$ cat src/windowed_watchdog_pkg.sv
/*
 * Constants, register map and helpers for the windowed watchdog.
 * Assumes an APB master on pclk and one-cycle tick pulses from the oscillators.
 */
// What this block does
// - when active, a count reaching the time-out without a clear resets the device
// - in windowed operation a clear is accepted only inside the open window
// - time-out programmable from 1 ms up to 256 s nominal
// - open window selectable from one eighth up to the whole period
// - count clocked by the 31 kHz oscillator or the 31.25 kHz divided medium oscillator
// - time base from the 3-bit config field or the control-register select field
// - 2-bit mode config field selects one of four modes
// - mode 11 runs always, ignores software enable, protects during sleep
// - mode 10 active while awake, disabled in sleep
// - mode 01 active when software enable is 1, disabled when 0
// - in software mode sleep does not change whether the watchdog is active
// - a clear outside the window is a violation and resets like a time-out
// - window from config field, or from control register when config is 111
// - in windowed operation an unarmed clear is a violation; reading control arms
// - a time-out during sleep wakes the device instead of resetting it
package windowed_watchdog_pkg;

	localparam int unsigned ADDR_W   = 8;
	localparam int unsigned DATA_W   = 32;
	localparam int unsigned CNT_W    = 24;

	// register byte offsets
	localparam logic [7:0] OFS_CON0  = 8'h00;
	localparam logic [7:0] OFS_CON1  = 8'h04;
	localparam logic [7:0] OFS_STAT  = 8'h08;
	localparam logic [7:0] OFS_MASK  = 8'h0C;
	localparam logic [7:0] OFS_COUNT = 8'h10;

	// control register 0 fields
	localparam int unsigned CON0_SEN_BIT = 0;
	localparam int unsigned CON0_PS_LSB  = 1;
	localparam logic [4:0]  PS_RESET     = 5'h0B;   // 2 s nominal
	localparam logic [4:0]  PS_MAX       = 5'h12;   // 256 s nominal
	localparam int unsigned PS_BASE_LOG2 = 5;       // code 0 is 1:32, 1 ms

	// control register 1 fields
	localparam int unsigned CON1_WIN_LSB = 0;
	localparam int unsigned CON1_CS_LSB  = 4;
	localparam logic [2:0]  WIN_RESET    = 3'h7;
	localparam logic [2:0]  CS_RESET     = 3'h0;
	localparam logic [2:0]  CFG_USE_REG  = 3'h7;    // config value that defers to register
	localparam logic [2:0]  WIN_FULL     = 3'h7;    // 100 percent, no window

	// time base selections
	localparam logic [2:0]  TB_LF        = 3'h0;
	localparam logic [2:0]  TB_MF16      = 3'h1;
	localparam logic [3:0]  MF_DIV_LAST  = 4'hF;    // divide by sixteen

	// mode config encodings
	localparam logic [1:0]  MODE_OFF     = 2'h0;
	localparam logic [1:0]  MODE_SW      = 2'h1;
	localparam logic [1:0]  MODE_AWAKE   = 2'h2;
	localparam logic [1:0]  MODE_ON      = 2'h3;

	// status and mask bits
	localparam int unsigned EV_W         = 3;
	localparam int unsigned EV_TIMEOUT   = 0;
	localparam int unsigned EV_VIOLATION = 1;
	localparam int unsigned EV_WAKE      = 2;

	localparam logic [DATA_W-1:0] RD_ZERO = 32'h0000_0000;

	// period in ticks for a prescale code; reserved codes give the minimum
	function automatic logic [CNT_W-1:0] windowed_watchdog_period(input logic [4:0] ps);
		logic [4:0] eff;
		eff = (ps > PS_MAX) ? 5'h00 : ps;
		return CNT_W'(1) << (CNT_W'(eff) + CNT_W'(PS_BASE_LOG2));
	endfunction : windowed_watchdog_period

	// first count inside the open window, (w+1)/8 of the period at its end
	function automatic logic [CNT_W-1:0] windowed_watchdog_win_start(input logic [CNT_W-1:0] per,
			input logic [2:0] w);
		logic [CNT_W-1:0] eighth;
		eighth = per >> 3;
		return CNT_W'(eighth * CNT_W'(3'h7 - w));
	endfunction : windowed_watchdog_win_start

endpackage : windowed_watchdog_pkg

$ cat src/windowed_watchdog_cnt_if.sv
/*
 * Interface between the watchdog control logic and its count register.
 * Assumes both ends run on the same clock and reset.
 */
`timescale 1ns/100ps
interface windowed_watchdog_cnt_if;
	logic                       tick;
	logic                       restart;
	logic [windowed_watchdog_pkg::CNT_W-1:0] count;

	modport ctl (output tick, output restart, input count);
	modport cnt (input tick, input restart, output count);
endinterface : windowed_watchdog_cnt_if

$ cat src/windowed_watchdog_counter.sv
/*
 * Watchdog tick counter: restarts to zero, else advances one per tick.
 * Assumes tick arrives as single-cycle pulses on pclk; restart may stay high for many cycles and holds the count at zero.
 */
`timescale 1ns/100ps
module windowed_watchdog_counter (
	input  wire logic pclk,
	input  wire logic presetn,
	windowed_watchdog_cnt_if.cnt   cif
);
	logic [windowed_watchdog_pkg::CNT_W-1:0] count_q;
	logic [windowed_watchdog_pkg::CNT_W-1:0] count_d;

	// restart beats tick so a clear never leaves a stale count
	always_comb begin
		count_d = count_q;
		if (cif.restart) begin
			count_d = '0;
		end else if (cif.tick) begin
			count_d = count_q + windowed_watchdog_pkg::CNT_W'(1);
		end
	end

	always_ff @(posedge pclk or negedge presetn) begin
		if (!presetn) begin
			count_q <= '0;
		end else begin
			count_q <= count_d;
		end
	end

	assign cif.count = count_q;
endmodule : windowed_watchdog_counter

$ cat src/windowed_watchdog_top.sv
/*
 * Windowed watchdog: APB registers, mode and time-base selection, window
 * check, reset and wake generation, sticky event flags with one interrupt.
 * Assumes synchronous inputs, oscillator ticks as one-cycle pulses and the
 * clear instruction as a one-cycle pulse from the core.
 */
// Chosen here: the APB interface to the registers and the address map.
`timescale 1ns/100ps
module windowed_watchdog_top (
	input  wire logic        pclk,
	input  wire logic        presetn,
	input  wire logic [7:0]  paddr,
	input  wire logic        psel,
	input  wire logic        penable,
	input  wire logic        pwrite,
	input  wire logic [31:0] pwdata,
	output logic      [31:0] prdata,
	output logic             pready,
	output logic             pslverr,
	input  wire logic [1:0]  watchdog_mode_config,
	input  wire logic [2:0]  time_base_config,
	input  wire logic [2:0]  window_size_config,
	input  wire logic        sleep_mode,
	input  wire logic        watchdog_clear_instruction,
	input  wire logic        low_freq_osc_tick,
	input  wire logic        medium_freq_osc_tick,
	output logic             wdt_reset,
	output logic             wdt_wake,
	output logic             irq
);
	windowed_watchdog_cnt_if cif ();

	windowed_watchdog_counter u_counter (
		.pclk    (pclk),
		.presetn (presetn),
		.cif     (cif)
	);

	// register state
	logic                          sen_q, sen_d;
	logic [4:0]                    ps_q, ps_d;
	logic [2:0]                    win_q, win_d;
	logic [2:0]                    cs_q, cs_d;
	logic [windowed_watchdog_pkg::EV_W-1:0]     stat_q, stat_d;
	logic [windowed_watchdog_pkg::EV_W-1:0]     mask_q, mask_d;
	logic                          armed_q, armed_d;
	logic                          sleep_q, sleep_d;
	logic [3:0]                    div_q, div_d;
	logic [31:0]                   prdata_d;
	logic                          pready_d, pslverr_d;
	logic                          wdt_reset_d, wdt_wake_d, irq_d;

	// decoded bus and watchdog terms
	logic                          setup_ph, acc_ph, mapped;
	logic                          wr_con0, wr_con1, wr_mask, rd_con0, rd_stat;
	logic                          active, windowed, tick, mf_tick, clr;
	logic                          timeout, accept, violation;
	logic [2:0]                    tb_sel, win_sel;
	logic [windowed_watchdog_pkg::CNT_W-1:0]    period, win_start;
	logic [windowed_watchdog_pkg::EV_W-1:0]     ev_set;

	// apb phases; the access edge is the one where pready is already high
	always_comb begin
		setup_ph = psel && !penable;
		acc_ph   = psel && penable && pready;
		mapped   = (paddr == windowed_watchdog_pkg::OFS_CON0) || (paddr == windowed_watchdog_pkg::OFS_CON1) ||
			(paddr == windowed_watchdog_pkg::OFS_STAT) || (paddr == windowed_watchdog_pkg::OFS_MASK) ||
			(paddr == windowed_watchdog_pkg::OFS_COUNT);
		wr_con0  = acc_ph && pwrite && (paddr == windowed_watchdog_pkg::OFS_CON0);
		wr_con1  = acc_ph && pwrite && (paddr == windowed_watchdog_pkg::OFS_CON1);
		wr_mask  = acc_ph && pwrite && (paddr == windowed_watchdog_pkg::OFS_MASK);
		rd_con0  = acc_ph && !pwrite && (paddr == windowed_watchdog_pkg::OFS_CON0);
		rd_stat  = acc_ph && !pwrite && (paddr == windowed_watchdog_pkg::OFS_STAT);
	end

	// mode table: which combinations keep the watchdog running
	always_comb begin
		case (watchdog_mode_config)
			windowed_watchdog_pkg::MODE_ON:    active = 1'b1;
			windowed_watchdog_pkg::MODE_AWAKE: active = !sleep_mode;
			windowed_watchdog_pkg::MODE_SW:    active = sen_q;
			windowed_watchdog_pkg::MODE_OFF:   active = 1'b0;
			default:              active = 1'b0;
		endcase
	end

	// time base and window source; config 111 hands control to the register
	always_comb begin
		tb_sel  = (time_base_config == windowed_watchdog_pkg::CFG_USE_REG) ? cs_q : time_base_config;
		win_sel = (window_size_config == windowed_watchdog_pkg::CFG_USE_REG) ? win_q
			: window_size_config;
		mf_tick = medium_freq_osc_tick && (div_q == windowed_watchdog_pkg::MF_DIV_LAST);
		// reserved selections fall back to the low oscillator
		tick    = (tb_sel == windowed_watchdog_pkg::TB_MF16) ? mf_tick : low_freq_osc_tick;
		div_d   = medium_freq_osc_tick ? div_q + 4'h1 : div_q;
	end

	// period, window and the three watchdog outcomes
	always_comb begin
		period    = windowed_watchdog_pkg::windowed_watchdog_period(ps_q);
		win_start = windowed_watchdog_pkg::windowed_watchdog_win_start(period, win_sel);
		windowed  = (win_sel != windowed_watchdog_pkg::WIN_FULL);
		clr       = watchdog_clear_instruction && active;
		timeout   = active && tick && (cif.count == period - windowed_watchdog_pkg::CNT_W'(1));
		// in windowed operation an unarmed or early clear counts as a violation
		accept    = clr && (!windowed || (armed_q && cif.count >= win_start));
		violation = clr && !accept;
		sleep_d   = sleep_mode;
	end

	// count restart: every clearing condition, including sleep entry and exit
	always_comb begin
		cif.tick    = tick;
		cif.restart = !active || accept || timeout || violation || wr_con0 || wr_con1 ||
			(sleep_mode != sleep_q);
	end

	// control registers; arming comes from a read of control register 0
	always_comb begin
		sen_d   = sen_q;
		ps_d    = ps_q;
		win_d   = win_q;
		cs_d    = cs_q;
		mask_d  = mask_q;
		armed_d = armed_q;
		if (wr_con0) begin
			sen_d = pwdata[windowed_watchdog_pkg::CON0_SEN_BIT];
			ps_d  = pwdata[windowed_watchdog_pkg::CON0_PS_LSB +: 5];
		end
		if (wr_con1) begin
			win_d = pwdata[windowed_watchdog_pkg::CON1_WIN_LSB +: 3];
			cs_d  = pwdata[windowed_watchdog_pkg::CON1_CS_LSB +: 3];
		end
		if (wr_mask) begin
			mask_d = pwdata[windowed_watchdog_pkg::EV_W-1:0];
		end
		// arming is spent by any clear, good or bad
		if (clr) begin
			armed_d = 1'b0;
		end else if (rd_con0) begin
			armed_d = 1'b1;
		end
	end

	// sticky events: a read clears only what it reported, so an event landing
	// between setup and access is kept; a new event in the clear cycle survives
	always_comb begin
		ev_set                         = '0;
		ev_set[windowed_watchdog_pkg::EV_TIMEOUT]   = timeout && !sleep_mode;
		ev_set[windowed_watchdog_pkg::EV_VIOLATION] = violation;
		ev_set[windowed_watchdog_pkg::EV_WAKE]      = timeout && sleep_mode;
		stat_d = (stat_q & ~(rd_stat ? prdata[windowed_watchdog_pkg::EV_W-1:0] : '0)) | ev_set;
		irq_d  = |(stat_d & mask_d);
		// a time-out in sleep wakes rather than resets
		wdt_reset_d = (timeout && !sleep_mode) || violation;
		wdt_wake_d  = timeout && sleep_mode;
	end

	// apb answer: no wait states, data and error prepared during setup
	always_comb begin
		prdata_d  = windowed_watchdog_pkg::RD_ZERO;
		pready_d  = setup_ph;
		pslverr_d = setup_ph && !mapped;
		if (setup_ph && !pwrite) begin
			case (paddr)
				windowed_watchdog_pkg::OFS_CON0: begin
					prdata_d[windowed_watchdog_pkg::CON0_SEN_BIT]     = sen_q;
					prdata_d[windowed_watchdog_pkg::CON0_PS_LSB +: 5] = ps_q;
				end
				windowed_watchdog_pkg::OFS_CON1: begin
					prdata_d[windowed_watchdog_pkg::CON1_WIN_LSB +: 3] = win_q;
					prdata_d[windowed_watchdog_pkg::CON1_CS_LSB +: 3]  = cs_q;
				end
				windowed_watchdog_pkg::OFS_STAT:  prdata_d[windowed_watchdog_pkg::EV_W-1:0] = stat_q;
				windowed_watchdog_pkg::OFS_MASK:  prdata_d[windowed_watchdog_pkg::EV_W-1:0] = mask_q;
				windowed_watchdog_pkg::OFS_COUNT: prdata_d[windowed_watchdog_pkg::CNT_W-1:0] = cif.count;
				default:             prdata_d = windowed_watchdog_pkg::RD_ZERO;
			endcase
		end
	end

	// all state but the count, and all outputs, registered here
	always_ff @(posedge pclk or negedge presetn) begin
		if (!presetn) begin
			sen_q     <= 1'b0;
			ps_q      <= windowed_watchdog_pkg::PS_RESET;
			win_q     <= windowed_watchdog_pkg::WIN_RESET;
			cs_q      <= windowed_watchdog_pkg::CS_RESET;
			stat_q    <= '0;
			mask_q    <= '0;
			armed_q   <= 1'b0;
			sleep_q   <= 1'b0;
			div_q     <= 4'h0;
			prdata    <= windowed_watchdog_pkg::RD_ZERO;
			pready    <= 1'b0;
			pslverr   <= 1'b0;
			wdt_reset <= 1'b0;
			wdt_wake  <= 1'b0;
			irq       <= 1'b0;
		end else begin
			sen_q     <= sen_d;
			ps_q      <= ps_d;
			win_q     <= win_d;
			cs_q      <= cs_d;
			stat_q    <= stat_d;
			mask_q    <= mask_d;
			armed_q   <= armed_d;
			sleep_q   <= sleep_d;
			div_q     <= div_d;
			prdata    <= prdata_d;
			pready    <= pready_d;
			pslverr   <= pslverr_d;
			wdt_reset <= wdt_reset_d;
			wdt_wake  <= wdt_wake_d;
			irq       <= irq_d;
		end
	end

	// checks on mode, window and outcome timing
	property p_mode_on;
		@(posedge pclk) disable iff (!presetn)
		watchdog_mode_config == windowed_watchdog_pkg::MODE_ON && tick &&
			cif.count == period - windowed_watchdog_pkg::CNT_W'(1) |=> wdt_reset || wdt_wake;
	endproperty
	a_mode_on: assert property (p_mode_on) else $error("mode 11 not timing out");

	property p_mode_awake;
		@(posedge pclk) disable iff (!presetn)
		watchdog_mode_config == windowed_watchdog_pkg::MODE_AWAKE && sleep_mode
			|=> cif.count == '0 && !wdt_reset && !wdt_wake;
	endproperty
	a_mode_awake: assert property (p_mode_awake) else $error("mode 10 wrong");

	property p_mode_sw;
		@(posedge pclk) disable iff (!presetn)
		watchdog_mode_config == windowed_watchdog_pkg::MODE_SW && !sen_q
			|=> cif.count == '0 && !wdt_reset && !wdt_wake;
	endproperty
	a_mode_sw: assert property (p_mode_sw) else $error("mode 01 wrong");

	property p_mode_off;
		@(posedge pclk) disable iff (!presetn)
		watchdog_mode_config == windowed_watchdog_pkg::MODE_OFF |=> cif.count == '0 && !wdt_reset;
	endproperty
	a_mode_off: assert property (p_mode_off) else $error("mode 00 counting");

	property p_timeout_reset;
		@(posedge pclk) disable iff (!presetn)
		active && tick && !sleep_mode && cif.count == period - windowed_watchdog_pkg::CNT_W'(1)
			|=> wdt_reset && !wdt_wake ##1 !wdt_reset;
	endproperty
	a_timeout_reset: assert property (p_timeout_reset) else $error("no reset on time-out");

	property p_sleep_wake;
		@(posedge pclk) disable iff (!presetn)
		timeout && sleep_mode |=> wdt_wake && !wdt_reset;
	endproperty
	a_sleep_wake: assert property (p_sleep_wake) else $error("sleep time-out reset");

	property p_unarmed;
		@(posedge pclk) disable iff (!presetn)
		watchdog_clear_instruction && active && windowed && !armed_q |=> wdt_reset;
	endproperty
	a_unarmed: assert property (p_unarmed) else $error("unarmed clear accepted");

	property p_early;
		@(posedge pclk) disable iff (!presetn)
		watchdog_clear_instruction && active && cif.count < win_start |=> wdt_reset;
	endproperty
	a_early: assert property (p_early) else $error("early clear accepted");

	property p_accept;
		@(posedge pclk) disable iff (!presetn)
		accept |=> cif.count == '0 && !wdt_reset;
	endproperty
	a_accept: assert property (p_accept) else $error("accepted clear not restarting");

	property p_reset_cause;
		@(posedge pclk) disable iff (!presetn)
		$rose(wdt_reset) |-> $past(timeout) || $past(violation);
	endproperty
	a_reset_cause: assert property (p_reset_cause) else $error("reset without cause");

	property p_min_period;
		@(posedge pclk) disable iff (!presetn)
		ps_q > windowed_watchdog_pkg::PS_MAX |-> period == windowed_watchdog_pkg::CNT_W'(32);
	endproperty
	a_min_period: assert property (p_min_period) else $error("reserved period wrong");

	c_accept: cover property (@(posedge pclk) disable iff (!presetn) accept && windowed);
	c_violation: cover property (@(posedge pclk) disable iff (!presetn) violation);
	c_wake: cover property (@(posedge pclk) disable iff (!presetn) timeout && sleep_mode);
	c_timeout: cover property (@(posedge pclk) disable iff (!presetn) timeout && !sleep_mode);

endmodule : windowed_watchdog_top

$ cat config.mk
export PLATFORM = sky130hd
export DESIGN_NAME = windowed_watchdog_top
export DESIGN_NICKNAME = d
export VERILOG_FILES = /design/src/windowed_watchdog_pkg.sv /design/src/windowed_watchdog_cnt_if.sv /design/src/windowed_watchdog_counter.sv /design/src/windowed_watchdog_top.sv
export SDC_FILE = /design/constraint.sdc
export NUM_CORES = 1
export LEC_CHECK = 0
export BUFFER_PORTS_ARGS = -buffer_cell sky130_fd_sc_hd__buf_2
export CORE_AREA = 4 4 129 131
export DETAILED_ROUTE_END_ITERATION = 10
export DIE_AREA = 0 0 133 135
export PLACE_DENSITY_LB_ADDON = 0.3
export SETUP_SLACK_MARGIN = 0.4
export SYNTH_ARGS = -nofsm -noshare
export SYNTH_HDL_FRONTEND = slang
export SYNTH_SLANG_ARGS = --single-unit
$ cat constraint.sdc
create_clock -name pclk -period 5.28 [get_ports pclk]
set_input_delay 0.528 -clock pclk [delete_from_list [all_inputs] [get_ports pclk]]
set_output_delay 0.528 -clock pclk [all_outputs]
set_load 0.03 [all_outputs]
==> results_dict.tcl <==
set metrics [dict create \
    wl_met1_mm 8.315 \
    vias 6177 \
    syn_inst 800 \
    final_cell_mix "buf_4 (98), inv_1 (94), nor2_1 (83)" \
    clk_latency_ns 0.33 \
    avgViaCountPerCell 5.298 \
    die_area_mm2 0.01796 \
    first_global_vias 6053 \
    fin_crit_sh 0.9799 \
    cts_made_buffers 9 \
    postRouteAntennaNets 0 \
    worst-slew-pin-transition_ns 1.031 \
    fin_area_mm2 0.008698 \
    ir_worst_vdd_mv 0.1993 \
    clockRootBuffer "clkbuf_16" \
    required_ns 5.53 \
    die-width_um 133 \
    route.met2.wl_mm 8.539 \
    initial_core_util 0.4418 \
    drive_gt1_frac 0.2800 \
    dr.first_iter.drc_count 389 \
    wl_per_cell_um 15.51 \
    synth_sequential_area_ratio 0.2807 \
    setup_violations 0 \
    clkSlewWorstSetupHoldPaths_ns 0.06 \
    crit_path_max_fanout 6 \
    grt_first_pass_wirelength_mm 29.93 \
    rsz0062_at_grt "yes" \
    netlist_area_mm2 0.006890 \
    wl_met3_um 939 \
    dpl_worst_slack_ns -0.3320 \
    nets 1093 \
    hold_violations 0 \
    run_status "completed" \
    cts_tree "built" \
    period_minus_slack_ns 5.174 \
    cts-hold-fix-buffers 0 \
    leakage_nw 4.172 \
    fmax_mhz 193.3 \
    globalRouteOverflowTotal 0 \
    antenna_cells 0 \
    dr.max_layer_used "met4" \
    worstSetupPathType "reg2reg" \
    drv_slew 0 \
    synthFlopType "dfrtp_1" \
    cts_sinks 77 \
    dr.pass1.iters 5 \
    grt_max_degree 78 \
    htreeDepth 3 \
    synth_warnings 0 \
    drt_wl_total_mm 18.08 \
    synth-edff-count 0 \
    place_congestion 0.8684 \
    area_delta_synth_final_pct 26.24 \
    drc 0 \
    hold_class "in2async" \
    place_area_mm2 0.008069 \
    critPathCaptureType "flop" \
    io_pins 94 \
    crit_path_start_kind "flop" \
    antenna_found_initial 0 \
    skew_ns 0.004726 \
    finish.utilization 0.5577 \
    synthDistinctLibCells 69 \
    mostFrequentLayoutCell "buf_4" \
    drv_cap 0 \
    grt.total_usage 0.2056 \
    p_per_area_mw_per_mm2 165.8 \
    place.detailed.hpwl_mm 14.07 \
    async_flop_share 1.000 \
    avgSynthCellArea_um2 8.613 \
    postLayoutSetupSlackWorst_ns 0.1060 \
    arrival_ns 5.42 \
    yosys_register_bits 77 \
    clock_path_buffers 2 \
    core_area_mm2 0.01560 \
    rows 46 \
    slew_headroom 0.3129 \
    die-height_um 135 \
    port_buffers 60 \
]
report_power, final:
| group | internal (mW) | switching (mW) |
|---|---|---|
| logic | 0.0701 | 0.0997 |
| clock network | 0.406 | 0.242 |
| registers | 0.609 | 0.0149 |
| total | 1.09 | 0.356 |
state kept, by name, summed over array words and instances, names as in the netlist:
register / count
win_q: 3
prdata: 24
u_counter.cif.count: 24
pready: 1
div_q: 4
cs_q: 3
pslverr: 1
irq: 1
wdt_reset: 1
armed_q: 1
sleep_q: 1
wdt_wake: 1
ps_q: 5
sen_q: 1
mask_q: 3
stat_q: 3
synthesized netlist by cell type, types with 3 or more instances:
cell       number  area share
xor2_1         27       0.034
a22oi_1         5      0.0054
o21bai_1        4      0.0044
nor2b_1        13       0.012
and2_1         17       0.015
mux2i_1         5      0.0073
dfstp_2         6       0.023
nand4_1        11       0.010
o21ai_0        31       0.023
o21a_1          5      0.0054
nor2_1         91       0.050
ha_1           72        0.13
buf_4           9      0.0098
a21oi_1        24       0.017
nor3_1         26       0.019
buf_6           3      0.0049
and3_1         12       0.011
nand3_1        21       0.015
buf_2           4      0.0029
nand2b_1       11       0.010
mux4_2          3      0.0098
a21o_1          6      0.0065
xnor2_1        34       0.043
o2111ai_1       6      0.0076
mux2_2         16       0.026
nor3b_1         4      0.0044
nor4_1         11       0.010
inv_1          96       0.052
dfrtp_1        71        0.26
or3_1           7      0.0064
or2_2           5      0.0045
nand2_1        47       0.026
fa_1           19       0.055
a211oi_1        7      0.0076
clkbuf_1       22       0.012
worst paths after layout:
kind                                      start              endpoint  slack (ns)  cells after the start
hold / removal                          presetn  prdata[20]$_DFF_PN0_        0.33                      1
setup / recovery            ps_q[1]$_DFFE_PN1P_         irq$_DFF_PN0_        0.11                     22
max in group asynchronous               presetn   ps_q[4]$_DFFE_PN0P_        4.26                      1
min in group pclk                    sleep_mode     sleep_q$_DFF_PN0_        0.37                      1
hold reg to reg            div_q[3]$_DFFE_PN0P_  div_q[3]$_DFFE_PN0P_        0.48                      1
setup reg to reg            ps_q[1]$_DFFE_PN1P_         irq$_DFF_PN0_        0.11                     22
layout make-up:
class | count | area, um2
clock buffer | 12 | 266.5
fill | 1464 | 6899
tap | 216 | 270.3
sequential | 77 | 1936
multi-input combinational | 601 | 4730
timing repair buffer | 160 | 1082
clock inverter | 4 | 53.80
inverter | 96 | 360.3
stage by stage:
| step | setup TNS (ns) | power (mW) | cells | hold slack, ns |
|---|---|---|---|---|
| 2_1_floorplan | 0 | 0.7414 | 814 | 0.2324 |
| 3_3_place_gp | -0.3523 | 0.7915 | 1141 | 0.4567 |
| 3_5_place_dp | -0.7498 | 0.7979 | 1141 | 0.4762 |
| 4_1_cts | 0 | 1.446 | 1159 | 0.3697 |
| 5_1_grt | -0.3024 | 1.504 | 1166 | 0.3734 |
| 6_report | 0 | 1.442 | 1166 | 0.3345 |
layer usage:
layer / vias up / track usage
li1: 3003 / -
met1: 3007 / 0.2813
met2: 144 / 0.3389
met3: 23 / 0.03949
met4: 0 / 0.04850
met5: - / 0
logic make-up after synthesis:
logic type / after synthesis / share of synthesized area
buffers and inverters: 136 / 0.08299
XOR/XNOR: 61 / 0.07754
multiplexers: 24 / 0.04322
AO/OA/AOI/OAI: 122 / 0.1199
adder cells (fa/ha/maj): 91 / 0.1859
other: 2 / 0.001090
AND/OR/NAND/NOR: 287 / 0.2086
flip-flops: 77 / 0.2807
what timing repair did:
item | CTS | global route
pin swaps | 16 | 16
setup buffers | 2 | 7
resized for setup | 25 | 35
gates cloned | 0 | 0
setup endpoints to repair | 3 | 3
worst max-delay path, stage by stage, from the launching register on:
cell       delay (ns)
dfstp_2          0.64
buf_12           0.15
nand2b_4         0.06
buf_4            0.15
or3_4            0.33
fa_1             0.53
inv_1            0.04
ha_2             0.17
or3_4            0.40
a311oi_4         0.29
nor3_2           0.09
or3_1            0.40
a21o_1           0.18
a21oi_2          0.18
xor2_2           0.19
ha_1             0.27
nand4_1          0.11
nor3_2           0.07
a2111oi_4        0.34
buf_4            0.18
o21ai_4          0.06
a21bo_2          0.20
o221ai_2         0.05
No activity file was read; power rests on OpenSTA's default activity.
